--- src/urxe_pkg.sv ---
package urxe_pkg;

    // Register byte offsets on the AXI4-Lite slave
    localparam logic [7:0] ADDR_STATUS = 8'h00; // uart_status_register
    localparam logic [7:0] ADDR_RXDATA = 8'h04; // receive_data_register
    localparam logic [7:0] ADDR_CTRL1 = 8'h08; // uart_control_one
    localparam logic [7:0] ADDR_CTRL2 = 8'h0C; // uart_control_two

    // Status field positions
    localparam int ST_PAR_ERR = 0; // parity_error_flag
    localparam int ST_FRM_ERR = 1; // framing_error_flag
    localparam int ST_NOISE = 2; // noise_flag
    localparam int ST_OVRUN = 3; // overrun_flag
    localparam int ST_RIDLE = 4; // Receiver idle
    localparam int ST_AVAIL = 5; // receive_data_available_flag
    localparam int ST_TIDLE = 6; // Transmit idle input
    localparam int ST_TXIF = 7; // Transmit empty input

    // Control one field positions
    localparam int C1_BIT9 = 0; // received_ninth_bit, read only
    localparam int C1_PRT = 4; // Odd parity when set
    localparam int C1_PAR_EN = 5; // parity_enable
    localparam int C1_NINE = 6; // nine_bit_select

    // Control two field positions
    localparam int C2_TEIE = 0; // Transmit empty enable
    localparam int C2_TIIE = 1; // Transmit idle enable
    localparam int C2_RX_EN = 2; // receive_interrupt_enable
    localparam int C2_WAKE = 3; // Wake-up enable
    localparam int C2_STOPS = 4; // Two stop bits
    localparam int C2_ADDR_DET = 5; // address_detect_enable

    // Reset values
    localparam logic [7:0] CTRL1_RST = 8'h00;
    localparam logic [7:0] CTRL2_RST = 8'h00;

    // Oversampling: 16 ticks per bit, sample at ticks 7,8,9
    localparam logic [3:0] OVS_LAST = 4'hF;
    localparam logic [3:0] OVS_S0 = 4'h7;
    localparam logic [3:0] OVS_S1 = 4'h8;
    localparam logic [3:0] OVS_S2 = 4'h9;
    localparam logic [3:0] OVS_MID = 4'h7;

    // Buffer depth
    localparam int BUF_DEPTH = 2;

    // One buffered word with its flags
    typedef struct packed {
        logic [8:0] data;
        logic frm_err;
        logic par_err;
        logic noise;
    } urxe_entry_t;

    // Receiver line states
    typedef enum logic [2:0] {RX_IDLE, RX_START, RX_DATA, RX_PAR, RX_STOP1, RX_STOP2} urxe_state_t;

endpackage : urxe_pkg

--- src/urxe_top.sv ---
// Overview of operation
// - Buffer holds two words, third keeps shifting
// - Third word into full buffer sets overrun
// - Overrun keeps buffer, shifter gets overwritten
// - Overrun with receive enable raises interrupt
// - Overrun cleared by status then data read
// - Noise flag rises with receive-available flag
// - Noisy word still stored, no own interrupt
// - Noise cleared by status then data read
// - Low stop bit sets framing error
// - Framing error stored per word, reset clears
// - Parity mismatch stored with word when enabled
// - Interrupt is low pulse on enabled event
// - Five sources; receive, overrun and wake gated by receive enable
// - Two transmit enables, one shared receive enable
// - Receive-line wake raises interrupt, no flag
// - Status flags read-only, not auto-cleared
// - Address detect: interrupt only when top bit high
// - Top bit is ninth or eighth bit
// - No address detect: interrupt on every word
// - Available flag cleared by status then data read
// - Ninth bit kept in control one register
//
// Local design decisions: the register addresses and register access over AXI4-Lite.
`timescale 1ns/1ps
module urxe_top (
    input wire logic clk,
    input wire logic srst,
    // Serial line and baud tick (16x bit rate)
    input wire logic rx_line,
    input wire logic baud16_tick,
    // Transmitter status from the transmit side
    input wire logic tx_empty,
    input wire logic tx_idle,
    input wire logic tx_empty_rise,
    input wire logic tx_idle_rise,
    // Power-down indication from the core
    input wire logic power_down,
    // Interrupt to the core, active low pulse
    output logic uart_irq_n,
    // AXI4-Lite slave
    input wire logic [7:0] s_awaddr,
    input wire logic s_awvalid,
    output logic s_awready,
    input wire logic [31:0] s_wdata,
    input wire logic [3:0] s_wstrb,
    input wire logic s_wvalid,
    output logic s_wready,
    output logic [1:0] s_bresp,
    output logic s_bvalid,
    input wire logic s_bready,
    input wire logic [7:0] s_araddr,
    input wire logic s_arvalid,
    output logic s_arready,
    output logic [31:0] s_rdata,
    output logic [1:0] s_rresp,
    output logic s_rvalid,
    input wire logic s_rready
);

    // Control registers
    logic [7:0] ctrl1_r;
    logic [7:0] ctrl2_r;
    // Receive buffer storage and fill
    urxe_pkg::urxe_entry_t buf_r [urxe_pkg::BUF_DEPTH];
    logic [1:0] cnt_r;
    logic rd_ptr_r;
    logic overrun_r;
    // Status-access arming for clear sequence
    logic armed_r;
    // Line side
    urxe_pkg::urxe_state_t st_r;
    logic [3:0] ovs_r;
    logic [3:0] bit_r;
    logic [8:0] shift_r;
    logic [2:0] smp_r;
    logic noise_r;
    logic frm_err_r;
    logic par_err_r;
    logic rx_prev_r;
    // Word completion pulse and its entry
    logic word_done;
    urxe_pkg::urxe_entry_t word_ent;
    // Bus handshake state
    logic aw_held_r;
    logic w_held_r;
    logic [7:0] awaddr_r;
    logic [31:0] wdata_r;
    logic [3:0] wstrb_r;
    logic ar_take;
    logic wr_go;
    logic data_read;
    logic status_read;
    // Derived status
    urxe_pkg::urxe_entry_t head;
    logic [7:0] status;
    logic nine;
    logic maj;
    logic par_calc;
    logic top_bit;
    logic irq_evt;

    assign nine = ctrl1_r[urxe_pkg::C1_NINE];
    assign head = buf_r[rd_ptr_r];
    // Majority of three samples filters single glitches
    assign maj = (smp_r[0] & smp_r[1]) | (smp_r[0] & smp_r[2]) | (smp_r[1] & smp_r[2]);

    // Error flags come from the head entry, not the newest word
    always_comb begin
        status = 8'h00;
        status[urxe_pkg::ST_PAR_ERR] = (cnt_r != 2'h0) & head.par_err;
        status[urxe_pkg::ST_FRM_ERR] = (cnt_r != 2'h0) & head.frm_err;
        status[urxe_pkg::ST_NOISE] = (cnt_r != 2'h0) & head.noise;
        status[urxe_pkg::ST_OVRUN] = overrun_r;
        status[urxe_pkg::ST_RIDLE] = (st_r == urxe_pkg::RX_IDLE);
        status[urxe_pkg::ST_AVAIL] = (cnt_r != 2'h0);
        status[urxe_pkg::ST_TIDLE] = tx_idle;
        status[urxe_pkg::ST_TXIF] = tx_empty;
    end

    // Oversample capture: ticks within bit, samples at mid-bit
    always_ff @(posedge clk) begin
        if (srst) begin
            ovs_r <= 4'h0;
            smp_r <= 3'h7;
        end else if (baud16_tick) begin
            ovs_r <= (st_r == urxe_pkg::RX_IDLE) ? 4'h0 : ovs_r + 4'h1;
            if (ovs_r == urxe_pkg::OVS_S0) smp_r[0] <= rx_line;
            if (ovs_r == urxe_pkg::OVS_S1) smp_r[1] <= rx_line;
            if (ovs_r == urxe_pkg::OVS_S2) smp_r[2] <= rx_line;
        end
    end

    // Previous line level for wake edge detection
    always_ff @(posedge clk) begin
        if (srst) rx_prev_r <= 1'b1;
        else rx_prev_r <= rx_line;
    end

    // Parity over data; odd type inverts expectation
    always_comb begin
        par_calc = nine ? ^shift_r : ^shift_r[7:0];
        par_calc = par_calc ^ ctrl1_r[urxe_pkg::C1_PRT];
    end

    // Receiver frame sequencer; keeps running while the buffer is full
    always_ff @(posedge clk) begin
        if (srst) begin
            st_r <= urxe_pkg::RX_IDLE;
            bit_r <= 4'h0;
            shift_r <= 9'h000;
            noise_r <= 1'b0;
            frm_err_r <= 1'b0;
            par_err_r <= 1'b0;
        end else if (baud16_tick) begin
            case (st_r)
                urxe_pkg::RX_IDLE: begin
                    if (!rx_line) begin
                        st_r <= urxe_pkg::RX_START;
                        noise_r <= 1'b0;
                        frm_err_r <= 1'b0;
                        par_err_r <= 1'b0;
                        bit_r <= 4'h0;
                    end
                end
                default: begin
                    if (ovs_r == urxe_pkg::OVS_LAST) begin
                        // Disagreeing samples mark noise in the frame
                        if (smp_r != 3'h0 && smp_r != 3'h7) noise_r <= 1'b1;
                        case (st_r)
                            urxe_pkg::RX_START: begin
                                if (maj) st_r <= urxe_pkg::RX_IDLE; // False start
                                else st_r <= urxe_pkg::RX_DATA;
                            end
                            urxe_pkg::RX_DATA: begin
                                // LSB first; overwriting on overrun is harmless
                                shift_r <= nine ? {maj, shift_r[8:1]}
                                                : {1'b0, maj, shift_r[7:1]};
                                bit_r <= bit_r + 4'h1;
                                if (bit_r == (nine ? 4'h8 : 4'h7)) begin
                                    st_r <= ctrl1_r[urxe_pkg::C1_PAR_EN] ? urxe_pkg::RX_PAR
                                                                      : urxe_pkg::RX_STOP1;
                                end
                            end
                            urxe_pkg::RX_PAR: begin
                                par_err_r <= (maj != par_calc);
                                st_r <= urxe_pkg::RX_STOP1;
                            end
                            urxe_pkg::RX_STOP1: begin
                                if (!maj) frm_err_r <= 1'b1;
                                st_r <= ctrl2_r[urxe_pkg::C2_STOPS] ? urxe_pkg::RX_STOP2
                                                                   : urxe_pkg::RX_IDLE;
                            end
                            urxe_pkg::RX_STOP2: begin
                                if (!maj) frm_err_r <= 1'b1;
                                st_r <= urxe_pkg::RX_IDLE;
                            end
                            default: st_r <= urxe_pkg::RX_IDLE;
                        endcase
                    end
                end
            endcase
        end
    end

    // Word finishes at the last stop sample; flags ride with it
    always_comb begin
        word_done = baud16_tick && (ovs_r == urxe_pkg::OVS_LAST)
            && ((st_r == urxe_pkg::RX_STOP2)
                || (st_r == urxe_pkg::RX_STOP1 && !ctrl2_r[urxe_pkg::C2_STOPS]));
        word_ent.data = shift_r;
        word_ent.frm_err = frm_err_r | ~maj;
        word_ent.par_err = par_err_r;
        word_ent.noise = noise_r | ((smp_r != 3'h0) && (smp_r != 3'h7));
    end

    // Bus handshakes: one read and one write in flight
    assign s_awready = !aw_held_r && !s_bvalid;
    assign s_wready = !w_held_r && !s_bvalid;
    assign s_arready = !s_rvalid;
    assign ar_take = s_arvalid && s_arready;
    assign wr_go = aw_held_r && w_held_r && !s_bvalid;
    assign status_read = ar_take && (s_araddr == urxe_pkg::ADDR_STATUS);
    assign data_read = ar_take && (s_araddr == urxe_pkg::ADDR_RXDATA);

    // Arm on status access; disarm on any data read
    always_ff @(posedge clk) begin
        if (srst) armed_r <= 1'b0;
        else if (status_read) armed_r <= 1'b1;
        else if (data_read) armed_r <= 1'b0;
    end

    // Two-entry buffer; pop needs status access first
    always_ff @(posedge clk) begin
        logic pop;
        logic push;
        pop = data_read && armed_r && (cnt_r != 2'h0);
        push = word_done && ((cnt_r != 2'h2) || pop);
        if (srst) begin
            cnt_r <= 2'h0;
            rd_ptr_r <= 1'b0;
            overrun_r <= 1'b0;
            for (int i = 0; i < urxe_pkg::BUF_DEPTH; i++) buf_r[i] <= '0;
        end else begin
            if (push) buf_r[rd_ptr_r ^ cnt_r[0] ^ pop] <= word_ent;
            if (pop) rd_ptr_r <= ~rd_ptr_r;
            cnt_r <= cnt_r + {1'b0, push} - {1'b0, pop};
            // A full-buffer word in the cycle of a clearing pop is stored, so the clear sequence wins
            if (word_done && cnt_r == 2'h2 && !pop) overrun_r <= 1'b1;
            else if (data_read && armed_r) overrun_r <= 1'b0;
        end
    end

    // Control registers; ninth bit captured on each word that arrives while the buffer is not full
    always_ff @(posedge clk) begin
        if (srst) begin
            ctrl1_r <= urxe_pkg::CTRL1_RST;
            ctrl2_r <= urxe_pkg::CTRL2_RST;
        end else begin
            if (wr_go && wstrb_r[0] && awaddr_r == urxe_pkg::ADDR_CTRL1)
                ctrl1_r[7:1] <= wdata_r[7:1];
            if (wr_go && wstrb_r[0] && awaddr_r == urxe_pkg::ADDR_CTRL2)
                ctrl2_r <= wdata_r[7:0];
            if (word_done && cnt_r != 2'h2)
                ctrl1_r[urxe_pkg::C1_BIT9] <= shift_r[8] & nine;
        end
    end

    // Write channel capture; status writes ignored as flags are read-only
    always_ff @(posedge clk) begin
        if (srst) begin
            aw_held_r <= 1'b0;
            w_held_r <= 1'b0;
            awaddr_r <= 8'h00;
            wdata_r <= 32'h0000_0000;
            wstrb_r <= 4'h0;
            s_bvalid <= 1'b0;
            s_bresp <= 2'h0;
        end else begin
            if (s_awvalid && s_awready) begin
                aw_held_r <= 1'b1;
                awaddr_r <= s_awaddr;
            end
            if (s_wvalid && s_wready) begin
                w_held_r <= 1'b1;
                wdata_r <= s_wdata;
                wstrb_r <= s_wstrb;
            end
            if (wr_go) begin
                aw_held_r <= 1'b0;
                w_held_r <= 1'b0;
                s_bvalid <= 1'b1;
                // Unmapped answers SLVERR; status/data writes are no-ops
                s_bresp <= (awaddr_r == urxe_pkg::ADDR_STATUS || awaddr_r == urxe_pkg::ADDR_RXDATA
                    || awaddr_r == urxe_pkg::ADDR_CTRL1 || awaddr_r == urxe_pkg::ADDR_CTRL2)
                    ? 2'h0 : 2'h2;
            end else if (s_bready) begin
                s_bvalid <= 1'b0;
            end
        end
    end

    // Read channel; data read returns head word and flags are head's
    always_ff @(posedge clk) begin
        if (srst) begin
            s_rvalid <= 1'b0;
            s_rdata <= 32'h0000_0000;
            s_rresp <= 2'h0;
        end else if (ar_take) begin
            s_rvalid <= 1'b1;
            s_rresp <= 2'h0;
            case (s_araddr)
                urxe_pkg::ADDR_STATUS: s_rdata <= {24'h000000, status};
                urxe_pkg::ADDR_RXDATA: s_rdata <= {23'h000000, head.data};
                urxe_pkg::ADDR_CTRL1: s_rdata <= {24'h000000, ctrl1_r};
                urxe_pkg::ADDR_CTRL2: s_rdata <= {24'h000000, ctrl2_r};
                default: begin
                    s_rdata <= 32'h0000_0000;
                    s_rresp <= 2'h2;
                end
            endcase
        end else if (s_rready) begin
            s_rvalid <= 1'b0;
        end
    end

    // Interrupt combining; qualifying bit depends on word length
    always_comb begin
        top_bit = nine ? shift_r[8] : shift_r[7];
        irq_evt = 1'b0;
        if (word_done && ctrl2_r[urxe_pkg::C2_RX_EN] && cnt_r != 2'h2) begin
            // Noise alone never adds a request
            if (!ctrl2_r[urxe_pkg::C2_ADDR_DET]) irq_evt = 1'b1;
            else if (top_bit) irq_evt = 1'b1;
        end
        if (word_done && cnt_r == 2'h2 && ctrl2_r[urxe_pkg::C2_RX_EN]) irq_evt = 1'b1;
        if (tx_empty_rise && ctrl2_r[urxe_pkg::C2_TEIE]) irq_evt = 1'b1;
        if (tx_idle_rise && ctrl2_r[urxe_pkg::C2_TIIE]) irq_evt = 1'b1;
        // Wake on falling line edge during power down, no flag kept
        if (power_down && rx_prev_r && !rx_line
            && ctrl2_r[urxe_pkg::C2_WAKE] && ctrl2_r[urxe_pkg::C2_RX_EN]) irq_evt = 1'b1;
    end

    // One-cycle low pulse, registered
    always_ff @(posedge clk) begin
        if (srst) uart_irq_n <= 1'b1;
        else uart_irq_n <= ~irq_evt;
    end

endmodule : urxe_top

--- config.mk ---
export PLATFORM = sky130hd
export DESIGN_NAME = urxe_top
export DESIGN_NICKNAME = d
export VERILOG_FILES = /design/src/urxe_pkg.sv /design/src/urxe_top.sv
export SDC_FILE = /design/constraint.sdc
export NUM_CORES = 1
export LEC_CHECK = 0
export ABC_AREA = 1
export BUFFER_PORTS_ARGS = -buffer_cell sky130_fd_sc_hd__buf_2
export CAP_MARGIN = 25
export CORE_MARGIN = 2
export CORE_UTILIZATION = 54
export DETAILED_ROUTE_END_ITERATION = 10
export PLACE_DENSITY_LB_ADDON = 0.25
export SYNTH_ARGS = -nofsm -noshare
export SYNTH_HDL_FRONTEND = slang
export SYNTH_SLANG_ARGS = --single-unit
--- constraint.sdc ---
create_clock -name clk -period 2.81 [get_ports clk]
set_input_delay 0 -clock clk [delete_from_list [all_inputs] [get_ports clk]]
set_output_delay 0 -clock clk [all_outputs]
set_load 0.01 [all_outputs]
* Yosys cells after proc, flatten, opt, wreduce, memory -nomap -nowiden
Memory sizes are Yosys's and may differ from the RTL's. A register that Yosys moved wholly into a read port is not among the register bits.
Index checks and enable logic that the tools add are counted.
W data, S select, Z words.
** Storage, ports and cells
- Output and inout port bits :: 42
- Memories kept :: 1
- Memory bits (writable) :: 24
- Word-level logic and storage cells :: 203
- Bits in latches :: 0
- Input bits :: 66
- Bits in read-only memories :: 0
- Bits in registers :: 106
** Cells by class
- Magnitude comparators :: 0
- Eq/ne operators :: 23
- Shifts and indexed selects :: 0
- Add/subtract/negate cells :: 4
- Bitwise logic cells :: 18
- Multiplexer cells :: 56
- $mul :: 0
- Divide/modulo/power cells :: 0
- Reduce and logical (&&, ||, !) cells :: 72
** Memories
- buf_r :: words 2, width 12, read ports 1, clocked after memory_dff 1, wr ports 2, line urxe_top.sv:65 : urxe_pkg::urxe_entry_t buf_r [urxe_pkg::BUF_DEPTH];
** Operators with widths (count)
- $mux W1 :: 37
- $pmux W9 S4 :: 1
- $eq A8 B4 Y1 const B :: 4
- $logic_and A1 B1 Y1 :: 31
- $mux W4 :: 6
- $reduce_and A4 Y1 :: 5
- $reduce_bool A2 Y1 :: 10
- $mux W3 :: 6
- $eq A8 B3 Y1 const B :: 2
- $logic_not A8 Y1 :: 2
- $eq A4 B4 Y1 const B :: 3
- $mux W12 :: 1
- $pmux W3 S4 :: 1
- $reduce_or A12 Y1 :: 1
- $mux W9 :: 1
- $reduce_xor A9 Y1 :: 1
- $add A4 B1 Y4 const B :: 2
- $reduce_xor A8 Y1 :: 1
- $and A1 B1 Y1 :: 7
- $logic_not A1 Y1 :: 7
- $eq A3 B2 Y1 const B :: 2
- $eq A3 B3 Y1 const B :: 2
- $mux W2 :: 3
- $ne A2 B2 Y1 const B :: 3
- other kinds (18) :: 34

* Logic depth before layout (Yosys ltp)
Gate-level depths: netlist (run 1).
- Word-level depth :: 12
- Mapped depth :: 12
- Depth with buffers taken out :: 12

* Least setup slack after synthesis (run 1)
Ideal clock, no wire load.
- Path type :: register to register
- From :: register ovs_r[0]
- To :: memory buf_r[1][0] (netlist bit) (enable)
- Path slack :: 0.731 ns
- Stages on the path, launching flop included :: 11
- Path buffers :: 1
- Data required time :: 2.460 ns
- Clock period less this slack :: 2.079 ns
- Setup time :: 0.350 ns
- Data arrival time :: 1.728 ns
- Cells stage by stage :: dfxtp_1 -> ha_1 -> nand3_2 -> nor2_4 -> nand3_4 -> nor2_2 -> nor2_2 -> nor2_4 -> nand2_2 -> buf_6 -> nand2_1
** RTL lines
- start, declared :: line urxe_top.sv:73 : logic [3:0] ovs_r;
- start signal, assigned :: line urxe_top.sv:127 : ovs_r <= (st_r == urxe_pkg::RX_IDLE) ? 4'h0 : ovs_r + 4'h1;
- end, declared :: line urxe_top.sv:65

==> results of run 1 <==
## metrics by stage
stage	utilization [%]	setup slack [ns]	instance area, sq um	std cells	total power (uW)
floorplan	-	0.7313	5087	678	1846
global placement	57.91	0.6152	5275	807	1898
detailed placement	57.91	0.5409	5275	807	1905
CTS	62.34	0.5187	5678	845	2814
global route	62.34	0.3241	5678	845	2929
finish	62.34	0.5628	5678	845	2806
## logic make-up (layout without fill, tap and decap cells)
kind of cell / after synthesis / after routing / synth area share [%]
AO/OA/AOI/OAI: 134 / 134 / 13.85
XOR/XNOR: 9 / 9 / 1.577
adder cells (fa/ha/maj): 5 / 5 / 1.252
buffers and inverters: 120 / 176 / 11.22
flip-flops: 106 / 106 / 47.27
multiplexers: 4 / 4 / 0.8763
other: 1 / 25 / 0.07504
AND/OR/NAND/NOR: 275 / 275 / 23.89
## registers in the layout, summed over array words and instances, names as in the netlist, 2 cells and up, named ones only
| register | cells |
|---|---|
| s_rdata | 9 |
| cnt_r | 2 |
| shift_r | 9 |
| ovs_r | 4 |
| ctrl1_r | 8 |
| bit_r | 4 |
| st_r | 3 |
| smp_r | 3 |
| wdata_r | 8 |
| awaddr_r | 8 |
| ctrl2_r | 8 |
| buf_r | 24 |
## per-layer routing
| metal | track usage [%] | part of all wire (%) |
|---|---|---|
| met4 | 7.482 | 1.8 |
| met3 | 4.735 | 4.6 |
| met1 | 28.89 | 44 |
| met5 | 0 | 0 |
| met2 | 41.87 | 50 |
## cells in the final DEF, fill, tap and decap left out, types with 4 or more instances in the layout
master | synthesis | final
ha_1 | 5 | 5
nand2_1 | 108 | 108
nand4_1 | 8 | 8
edfxtp_1 | 24 | 24
o21ai_0 | 76 | 76
nor2_2 | 5 | 5
a21oi_1 | 50 | 50
nor3_1 | 11 | 11
conb_1 | 1 | 25
buf_4 | 25 | 6
inv_1 | 72 | 72
clkbuf_8 | 0 | 9
nor2_4 | 4 | 4
a211oi_1 | 4 | 4
nor2_1 | 97 | 97
nand3_1 | 33 | 33
dlygate4sd3_1 | 0 | 22
dfxtp_1 | 82 | 82
xor2_1 | 6 | 6
buf_2 | 1 | 55
## worst paths after layout
path	end	cells after the start	start	slack (ns)
max	buf_r[1][7]$_SDFFCE_PN0P_	9	ovs_r[0]$_SDFFE_PP0P_	0.56
min	s_rdata[7]$_SDFFE_PP0P_	5	tx_empty	0.01
max reg2reg	buf_r[1][7]$_SDFFCE_PN0P_	9	ovs_r[0]$_SDFFE_PP0P_	0.56
min reg2reg	ctrl1_r[7]$_SDFFE_PP0P_	2	ctrl1_r[7]$_SDFFE_PP0P_	0.46
## critical path: stages, from the launching register on
cell	delay [ns]
dfxtp_1	0.43
ha_1	0.22
nand3_2	0.14
nor2_4	0.21
nand3_4	0.13
nor2_4	0.13
nor2_2	0.07
nor2_4	0.10
nand2_2	0.07
nand2_1	0.40
## power breakdown
| part | switching (uW) | total (uW) | internal [uW] |
|---|---|---|---|
| Combinational | 165 | 262 | 97.4 |
| Clock | 566 | 905 | 339 |
| Sequential | 30.8 | 1640 | 1610 |
## cell type report
cell class,instances,area [sq um]
Clock buffer,9,123.9
Clock inverter,7,58.81
Timing Repair Buffer,83,540.5
Tap cell,111,138.9
Multi-Input combinational cell,452,2165
Inverter,77,289.0
Sequential cell,106,2362
Fill cell,802,3431
==> metrics.cfg, run 1 <==
[status]
status = completed

[floorplanning]
die_h_microns = 100.2
num_rows = 35
dieWidth_microns = 100.2
ios = 108
dieArea_sq_um = 10040
coreArea_sq_um = 9109
initial_core_util_pct = 54.86

[final_layout]
nNetsFinal = 800
area_growth_syn_to_layout_pct = 13.62
antennaDiodeCount = 0
drive_above_1_share_pct = 13.35

[timing]
holdWs_ns = 0.01266
finalClockSkew_ns = 0.01061
fmax_mhz = 445.0
min_period_over_period_pct = 79.97
finalMaxSlewViolations = 0
tightest_slew_ns = 0.6285
rsz0062_at_grt = no
fin_setup_tns_ns = 0
hold_viol_final = 0
setup_viol = 0
period_minus_slack_ns = 2.247
slew_headroom_pct = 57.98

[placement]
port_buffers = 55
dp_hpwl_microns = 8205
gp_congestion = 0.8500

[critical_path]
cp.arrival_ns = 2.27
start_kind = flip-flop
critPathMaxFanout = 12
path_class = flip-flop to flip-flop
worstSetupEndpointType = flip-flop
cp.required_ns = 2.83

[clock_network]
cts.sinks = 106
root_buffer = clkbuf_8
htreeDepth = 3
clock_path_buffers = 2
cts.repair.resized = 0
post_cts_buffers = 0
clk_latency_ns = 0.37
cts_tree = yes
clkTransAtPathRegs_ns = 0.10
numCtsBuffers = 9
cts_hold_buf = 22

[routing]
wire_per_inst_microns = 13.58
drc = 0
wirelength_microns = 11470
firstDrtPassIters = 5
viasPerCell = 5.230
drtIter0Drc = 190
drt.antenna.violating_nets = 0
num_vias = 4419

[logic_synthesis]
yosys-top-cells-count = 108 x nand2_1, 97 x nor2_1, 82 x dfxtp_1
synth-main-ff-cell = dfxtp_1
async_flop_share_pct = 0
synthDistinctLibCells = 36
synth_top_area_cell = dfxtp_1
seq_area_frac_synth_pct = 47.27
yosysMostFrequentCell = nand2_1
synth_edf_count = 24
synth_top_area_share_pct = 32.85
synth_seq_cells = 106
synth_area_sq_um = 4997
syn_inst = 654
avgSynthCellArea_sq_um = 7.641
yosysWarningCount = 0
synth_top_cells_by_area = dfxtp_1 33%, edfxtp_1 14%, nand2_1 8.1%, o21ai_0 7.6%, nor2_1 7.3%

[grt]
antenna_found_initial = 0
grt_max_degree = 38
grt_pass1_vias = 4118
globalRouteOverflowTotal = 0
grt_pass1_wl_microns = 18860
grt_usage_pct = 23.64

[power_and_ir_drop]
peakVddDrop_v = 0.0002890
p_per_area_nw_per_um2 = 494.2
leakage_uw = 0.002368

[hold_path]
hold_path.class = primary input to flip-flop

[job]
maxCapViolations = 0

No activity file was read; power rests on OpenSTA's default activity.
==> run 2: changes to the inputs <==
Settings changed: CORE_UTILIZATION 54 to 49.
Clock period 2.81 ns to 1.95 ns, I/O delays scaled along.
==> run 2 against run 1 <==
Sequential power rose by 44%. Non-clock buffer count grew 14. Core utilization shrank 3.0 points. Largest cell class unchanged. Power up 41%. Flip-flop and latch count stayed put. Register-to-register slack worse by 0.44 ns. Clock power rose by 33%. Cell count increased by 4.3%. Hold slack better by 0.010 ns. Largest power group unchanged. Routed wire length down 2.5%. Critical endpoint is now cnt_r[1]$_SDFF_PP0_. Highest routed layer unchanged. Sequential share of layout area shrank 1.1 points. Via count down 0.84%.
==> metrics.cfg, run 2 (synthesis results as in run 1) <==
[status]
status = completed  ; unchanged

[clock_network]
root_buffer = clkbuf_8  ; unchanged
cts_tree = yes  ; unchanged
clk_latency_ns = 0.37  ; about the same
numCtsBuffers = 9  ; unchanged
htreeDepth = 3  ; unchanged
clock_path_buffers = 2  ; unchanged
clkTransAtPathRegs_ns = 0.10  ; about the same
cts.sinks = 106  ; unchanged

[final_layout]
fin_area_sq_um = 5826  ; was 5678 sq um
final_cell_mix = 106 x nand2_1, 96 x nor2_1, 82 x dfxtp_1, 76 x o21ai_0, 72 x inv_1  ; was 108 x nand2_1, 97 x nor2_1, 82 x dfxtp_1, 76 x o21ai_0, 72 x inv_1
antennaDiodeCount = 0  ; unchanged
nNetsFinal = 814  ; was 800
largest_register = buf_r  ; unchanged
final_common_cell = nand2_1  ; unchanged
area_growth_syn_to_layout_pct = 16.57  ; was 13.62%
drive_above_1_share_pct = 14.71  ; was 13.35%
largestRegisters = buf_r (24), s_rdata (9), shift_r (9)  ; unchanged
largest_register_ffs = 24  ; unchanged

[grt]
globalRouteOverflowTotal = 0  ; unchanged
grt_pass1_vias = 4094  ; was 4118
grt_max_degree = 60  ; was 38
grt_usage_pct = 21.14  ; was 23.64%
grt_pass1_wl_microns = 18570  ; was 18860 microns
antenna_found_initial = 0  ; unchanged

[power_and_ir_drop]
leakage_uw = 0.002436  ; was 0.002368 uW
p_per_area_nw_per_um2 = 677.3  ; was 494.2 nW/um^2
total_power_uw = 3946  ; was 2806 uW
peakVddDrop_v = 0.0003855  ; was 0.0002890 V

[timing]
rsz0062_at_grt = no  ; unchanged
tightest_slew_ns = 0.6112  ; was 0.6285 ns
hold_viol_final = 0  ; unchanged
min_period_over_period_pct = 93.48  ; was 79.97%
finalClockSkew_ns = 0.01425  ; was 0.01061 ns
setup_viol = 0  ; unchanged
fin_setup_tns_ns = 0  ; unchanged
period_minus_slack_ns = 1.823  ; was 2.247 ns
finalMaxSlewViolations = 0  ; unchanged
slew_headroom_pct = 59.16  ; was 57.98%
fmax_mhz = 548.6  ; was 445.0 MHz

[critical_path]
crit_end = cnt_r[1]$_SDFF_PP0_  ; was buf_r[1][7]$_SDFFCE_PN0P_
critPathMaxFanout = 5  ; was 12
cp_num_cells = 12  ; was 9
crit_top_cell = nand2_1  ; was nor2_4
cp.arrival_ns = 2.10  ; was 2.27 ns
timing.rr.start = ovs_r[1]$_SDFFE_PP0P_  ; was ovs_r[0]$_SDFFE_PP0P_
crit_path_top_delay_cell = dfxtp_1  ; unchanged
r2r-end = cnt_r[1]$_SDFF_PP0_  ; was buf_r[1][7]$_SDFFCE_PN0P_
worstSetupEndpointType = flip-flop  ; unchanged
path_buf_inv = 0  ; unchanged
start_kind = flip-flop  ; unchanged
r2r_cells = 12  ; was 9
worstPathCellList = ha_1 -> nand3_2 -> nor2_4 -> nand3_4 -> nor2_4 -> o21ai_0 -> nand2_1 -> ha_1 -> xnor2_1 -> nand2_1 -> nand2_1 -> nor2_1  ; was ha_1 -> nand3_2 -> nor2_4 -> nand3_4 -> nor2_4 -> nor2_2 -> nor2_4 -> nand2_2 -> nand2_1
cp.required_ns = 2.22  ; was 2.83 ns
rrSetupSlack_ns = 0.13  ; was 0.56 ns
critPathLaunch = ovs_r[1]$_SDFFE_PP0P_  ; was ovs_r[0]$_SDFFE_PP0P_
path_class = flip-flop to flip-flop  ; unchanged
crit_family = simple AND/OR/NAND/NOR gates  ; unchanged
slowest_delay_ns = 0.35  ; was 0.43 ns

[floorplanning]
dieWidth_microns = 105.0  ; was 100.2 microns
num_rows = 36  ; was 35
initial_core_util_pct = 50.89  ; was 54.86%
dieArea_sq_um = 11020  ; was 10040 sq um
ios = 108  ; unchanged
coreArea_sq_um = 9819  ; was 9109 sq um
die_h_microns = 105.0  ; was 100.2 microns

[placement]
dpl-instance-area_sq_um = 5395  ; was 5275 sq um
dp_hpwl_microns = 8212  ; was 8205 microns
gp_congestion = 0.8786  ; was 0.8500
port_buffers = 55  ; unchanged

[routing]
wirelength_microns = 11190  ; was 11470 microns
viasPerCell = 4.974  ; was 5.230
drtIter0Drc = 337  ; was 190
drt.antenna.violating_nets = 0  ; unchanged
drc = 0  ; unchanged
num_vias = 4382  ; was 4419
firstDrtPassIters = 5  ; unchanged
wire_per_inst_microns = 12.70  ; was 13.58 microns

[job]
maxCapViolations = 0  ; unchanged

[hold_path]
min_path_cells = 5  ; unchanged
hold_path.class = primary input to flip-flop  ; unchanged

-- run 2: area by class of cell --
class,instances,area (sq um)
multi-input cells,452,2182
clock buffers,11,131.4
fillers,906,3994
well taps,133,166.4
repair buffers,97,663.1
inverters,77,289.0
flip-flops and latches,106,2362
clock inverters,5,31.28
-- run 2: worst register-to-register path, delay by kind of cell (launching register included) --
family,cells,cell delay (ns)
adders and majority gates,2,0.34
AOI/OAI and AO/OA,1,0.10
DFF,1,0.35
and+or+nand+nor,8,0.80
xor gates and xnor gates,1,0.14
-- run 2: worst min path at each step --
stage	slack [ns]	start	to
3_3_place_gp	0.19	s_bready	s_bvalid$_SDFFE_PP0P_
2_1_floorplan	0.1	baud16_tick	ovs_r[0]$_SDFFE_PP0P_
3_5_place_dp	0.19	s_bready	s_bvalid$_SDFFE_PP0P_
6_report	0.02	tx_empty	s_rdata[7]$_SDFFE_PP0P_
5_1_grt	0.06	tx_empty	s_rdata[7]$_SDFFE_PP0P_
4_1_cts	0.02	tx_empty	s_rdata[7]$_SDFFE_PP0P_
-- run 2: report_power, final --
part	switching, uW	internal [uW]
clock network	732	465
registers	42.8	2320
logic	236	153
total	1010	2930
-- run 2: metal layers --
metal	GRT usage [%]	share of wire (%)
met2	35.44	46
met3	3.618	7.1
met5	0	0
met1	27.31	45
met4	7.810	1.5
-- run 2: through the flow --
stage	hold WS (ns)	util (%)	cells	worst slack, ns
2_1_floorplan	0.09567	-	678	0.005106
3_3_place_gp	0.1938	54.94	839	0.1384
3_5_place_dp	0.1916	54.94	839	0.05854
4_1_cts	0.02133	59.05	879	0.03843
5_1_grt	0.06386	59.33	881	0.008635
6_report	0.02309	59.33	881	0.1271
-- run 2: repair_timing --
item	in CTS	in global routing
hold buffers	24	0
gates resized for setup	0	3
endpoints found under the hold margin	24	0
setup buffers	0	2
endpoints found under the setup margin	0	26
==> run 3: changes to the inputs <==
Settings changed: ABC_AREA 1 to default.
==> run 3 against run 2 <==
Non-clock buffer count grew 11. Hold slack gained 0.060 ns. Highest routed layer unchanged. Power up 5.0%. Core utilization is 0.32 points higher. Critical path depth down 4. Flip-flop and latch count did not move. Fmax fell by 2.5%. Worst setup slack worse by 0.046 ns. Global-route usage is 1.5 points lower. Routed wire length down 4.8%. Cell count down 15%.
==> metrics.cfg, run 3 <==
[status]
status = completed  ; unchanged

[timing]
holdWs_ns = 0.08280  ; was 0.02309 ns
hold_viol_final = 0  ; unchanged
setup_viol = 0  ; unchanged
min_period_over_period_pct = 95.84  ; was 93.48%
finalMaxSlewViolations = 0  ; unchanged
slew_headroom_pct = 57.45  ; was 59.16%
finalClockSkew_ns = 0.01719  ; was 0.01425 ns
tightest_slew_ns = 0.6383  ; was 0.6112 ns
fmax_mhz = 535.1  ; was 548.6 MHz
rsz0062_at_grt = yes  ; was no
period_minus_slack_ns = 1.869  ; was 1.823 ns

[final_layout]
fin_area_sq_um = 6075  ; was 5826 sq um
seq_area_sq_um = 2366  ; was 2362 sq um
largest_register = buf_r  ; unchanged
nNetsFinal = 678  ; was 814
final_cell_mix = 79 x dfxtp_1, 67 x nor2_1, 55 x buf_2, 45 x nand2_1, 32 x a21oi_1  ; was 106 x nand2_1, 96 x nor2_1, 82 x dfxtp_1, 76 x o21ai_0, 72 x inv_1
final_common_cell = dfxtp_1  ; was nand2_1
drive_above_1_share_pct = 23.37  ; was 14.71%
area_growth_syn_to_layout_pct = 20.23  ; was 16.57%
multi_input_area_sq_um = 2527  ; was 2182 sq um
fillers = 874  ; was 906
antennaDiodeCount = 0  ; unchanged
largest_register_ffs = 24  ; unchanged
largestRegisters = buf_r (24), s_rdata (9), shift_r (9)  ; unchanged

[critical_path]
crit_top_cell = ha_4  ; was nand2_1
cp.arrival_ns = 2.19  ; was 2.10 ns
r2r-end = cnt_r[1]$_SDFF_PP0_  ; unchanged
rrSetupSlack_ns = 0.08  ; was 0.13 ns
timing.rr.start = ovs_r[1]$_SDFFE_PP0P_  ; unchanged
path_buf_inv = 0  ; unchanged
worstPathCellList = ha_4 -> and4_4 -> nand4b_4 -> xnor2_2 -> o221a_2 -> ha_4 -> a21o_1 -> a21oi_2  ; was ha_1 -> nand3_2 -> nor2_4 -> nand3_4 -> nor2_4 -> o21ai_0 -> nand2_1 -> ha_1 -> xnor2_1 -> nand2_1 -> nand2_1 -> nor2_1
crit_path_top_delay_cell = dfxtp_2  ; was dfxtp_1
path_class = flip-flop to flip-flop  ; unchanged
r2r_cells = 8  ; was 12
crit_family = compound AO/OA/AOI/OAI gates  ; was simple AND/OR/NAND/NOR gates
slowest_delay_ns = 0.37  ; was 0.35 ns
critPathMaxFanout = 7  ; was 5
start_kind = flip-flop  ; unchanged
cp.required_ns = 2.27  ; was 2.22 ns
worstSetupEndpointType = flip-flop  ; unchanged

[logic_synthesis]
synth_top_area_cell = dfxtp_1  ; unchanged
yosysWarningCount = 0  ; unchanged
synth_fa_ha_area_share_pct = 1.436  ; was 1.252%
synthDistinctLibCells = 60  ; was 36
synthXorXnorAreaFrac_pct = 2.600  ; was 1.577%
synth_top_area_share_pct = 32.49  ; was 32.85%
synth_top_cells_by_area = dfxtp_1 32%, edfxtp_1 14%, mux2i_1 5.9%, nor2_1 5.0%, buf_4 4.0%  ; was dfxtp_1 33%, edfxtp_1 14%, nand2_1 8.1%, o21ai_0 7.6%, nor2_1 7.3%
syn_inst = 517  ; was 654
synth_edf_count = 24  ; unchanged
synth_area_sq_um = 5052  ; was 4997 sq um
synth_top_family_by_area = simple AND/OR/NAND/NOR gates  ; unchanged
async_flop_share_pct = 0  ; unchanged
synth_seq_cells = 106  ; unchanged
synth_mux_area_share_pct = 11.29  ; was 0.8763%
synth_compound_area_share_pct = 9.683  ; was 13.85%
seq_area_frac_synth_pct = 46.76  ; was 47.27%
avgSynthCellArea_sq_um = 9.772  ; was 7.641 sq um
yosys.area_share.simple_pct = 21.69  ; was 23.89%
yosys-top-cells-count = 82 x dfxtp_1, 67 x nor2_1, 45 x nand2_1  ; was 108 x nand2_1, 97 x nor2_1, 82 x dfxtp_1
synth-main-ff-cell = dfxtp_1  ; unchanged
yosysMostFrequentCell = dfxtp_1  ; was nand2_1

[routing]
num_vias = 3913  ; was 4382
drc = 0  ; unchanged
wirelength_microns = 10650  ; was 11190 microns
wire_per_inst_microns = 14.24  ; was 12.70 microns
firstDrtPassIters = 4  ; was 5
drtIter0Drc = 204  ; was 337
drt.antenna.violating_nets = 0  ; unchanged
viasPerCell = 5.231  ; was 4.974

[floorplanning]
die_h_microns = 105.5  ; was 105.0 microns
dieArea_sq_um = 11140  ; was 11020 sq um
dieWidth_microns = 105.5  ; was 105.0 microns
num_rows = 37  ; was 36
initial_core_util_pct = 49.61  ; was 50.89%
coreArea_sq_um = 10180  ; was 9819 sq um
ios = 108  ; unchanged

[clock_network]
root_buffer = clkbuf_8  ; unchanged
cts_tree = yes  ; unchanged
cts.sinks = 106  ; unchanged
htreeDepth = 3  ; unchanged
clk_latency_ns = 0.38  ; was 0.37 ns
clkTransAtPathRegs_ns = 0.11  ; was 0.10 ns
clock_path_buffers = 2  ; unchanged
numCtsBuffers = 9  ; unchanged

[power_and_ir_drop]
leakage_uw = 0.002532  ; was 0.002436 uW
p_per_area_nw_per_um2 = 682.3  ; was 677.3 nW/um^2
peakVddDrop_v = 0.0003334  ; was 0.0003855 V

[grt]
grt_usage_pct = 19.66  ; was 21.14%
grt_pass1_wl_microns = 17440  ; was 18570 microns
antenna_found_initial = 0  ; unchanged
grt_max_degree = 34  ; was 60
globalRouteOverflowTotal = 0  ; unchanged
grt_pass1_vias = 3693  ; was 4094

[placement]
dpl-instance-area_sq_um = 5537  ; was 5395 sq um
dp_hpwl_microns = 7610  ; was 8212 microns
gp_congestion = 0.8268  ; was 0.8786
port_buffers = 55  ; unchanged

[job]
maxCapViolations = 0  ; unchanged

[hold_path]
min_path_cells = 3  ; was 5
min_from = s_araddr[2]  ; was tx_empty
hold_path.class = primary input to flip-flop  ; unchanged
min_to = overrun_r$_SDFFE_PP0P_  ; was s_rdata[7]$_SDFFE_PP0P_

## run 3: worst max path at each step
stage	from	to	slack (ns)	cells past startpoint
after floorplan	ovs_r[0]$_SDFFE_PP0P_	cnt_r[1]$_SDFF_PP0_	0.03	9
final	ovs_r[1]$_SDFFE_PP0P_	cnt_r[1]$_SDFF_PP0_	0.08	8
after CTS	ovs_r[1]$_SDFFE_PP0P_	cnt_r[0]$_SDFF_PP0_	0.001	7
after detailed placement	ovs_r[1]$_SDFFE_PP0P_	cnt_r[1]$_SDFF_PP0_	0.003	8
after global placement	ovs_r[1]$_SDFFE_PP0P_	cnt_r[1]$_SDFF_PP0_	0.06	8
after global routing	ovs_r[1]$_SDFFE_PP0P_	buf_r[0][2]$_SDFFCE_PN0P_	-0.04	7
## run 3: layout make-up
cell class | count | area share (%)
Inverter | 6 | 0.3708
Clock buffer | 9 | 2.039
Tap cell | 136 | 2.801
Clock inverter | 7 | 1.421
Multi-Input combinational cell | 376 | 41.61
Timing Repair Buffer | 108 | 12.81
Sequential cell | 106 | 38.95
## run 3: per-stage QoR
| stage | power, uW | std cells | utilization (%) | TNS, ns | worst slack [ns] |
|---|---|---|---|---|---|
| 2_1_floorplan | 2647 | 541 | - | 0 | 0.03219 |
| 3_3_place_gp | 2734 | 706 | 54.36 | 0 | 0.05758 |
| 3_5_place_dp | 2745 | 706 | 54.36 | 0 | 0.002740 |
| 4_1_cts | 4170 | 746 | 58.80 | 0 | 0.001451 |
| 5_1_grt | 4314 | 748 | 59.64 | -0.4574 | -0.04076 |
| 6_report | 4145 | 748 | 59.64 | 0 | 0.08111 |
## run 3: what timing repair did
action                                  4_1_cts  5_1_grt
endpoints found under the hold margin        27        0
hold buffers                                 24        0
endpoints found under the setup margin        2       31
resized for setup                             1       15
buffers inserted                              0        2
pin swaps                                     0        4
## run 3: worst min-delay path, stage by stage
cell      delay, ns
buf_2          0.10
and3b_1        0.23
a211oi_1       0.10
## run 3: power by group
group	switching [uW]	leakage, uW	internal [uW]	total (uW)
clock	786	0.000103	618	1400
sequential	45.0	0.000894	2310	2350
combinational	217	0.00153	173	390
total	1050	0.00253	3100	4140
## run 3: per-layer routing
| metal | up-vias | wire, microns | GRT usage [%] |
|---|---|---|---|
| li1 | 1956 | - | - |
| met2 | 91 | 5323 | 34.15 |
| met4 | 0 | 234 | 7.237 |
| met3 | 17 | 410 | 4.205 |
| met5 | - | 0 | 0 |
| met1 | 1849 | 4684 | 23.96 |
## run 3: logic make-up (layout without fill, tap and decap cells)
logic type / Yosys count / after routing
fa+ha+maj: 6 / 6
flops: 106 / 106
xor+xnor: 15 / 15
simple gates: 208 / 208
compound gates: 74 / 74
buf+inv: 59 / 130
other cells: 1 / 25
mux: 48 / 48
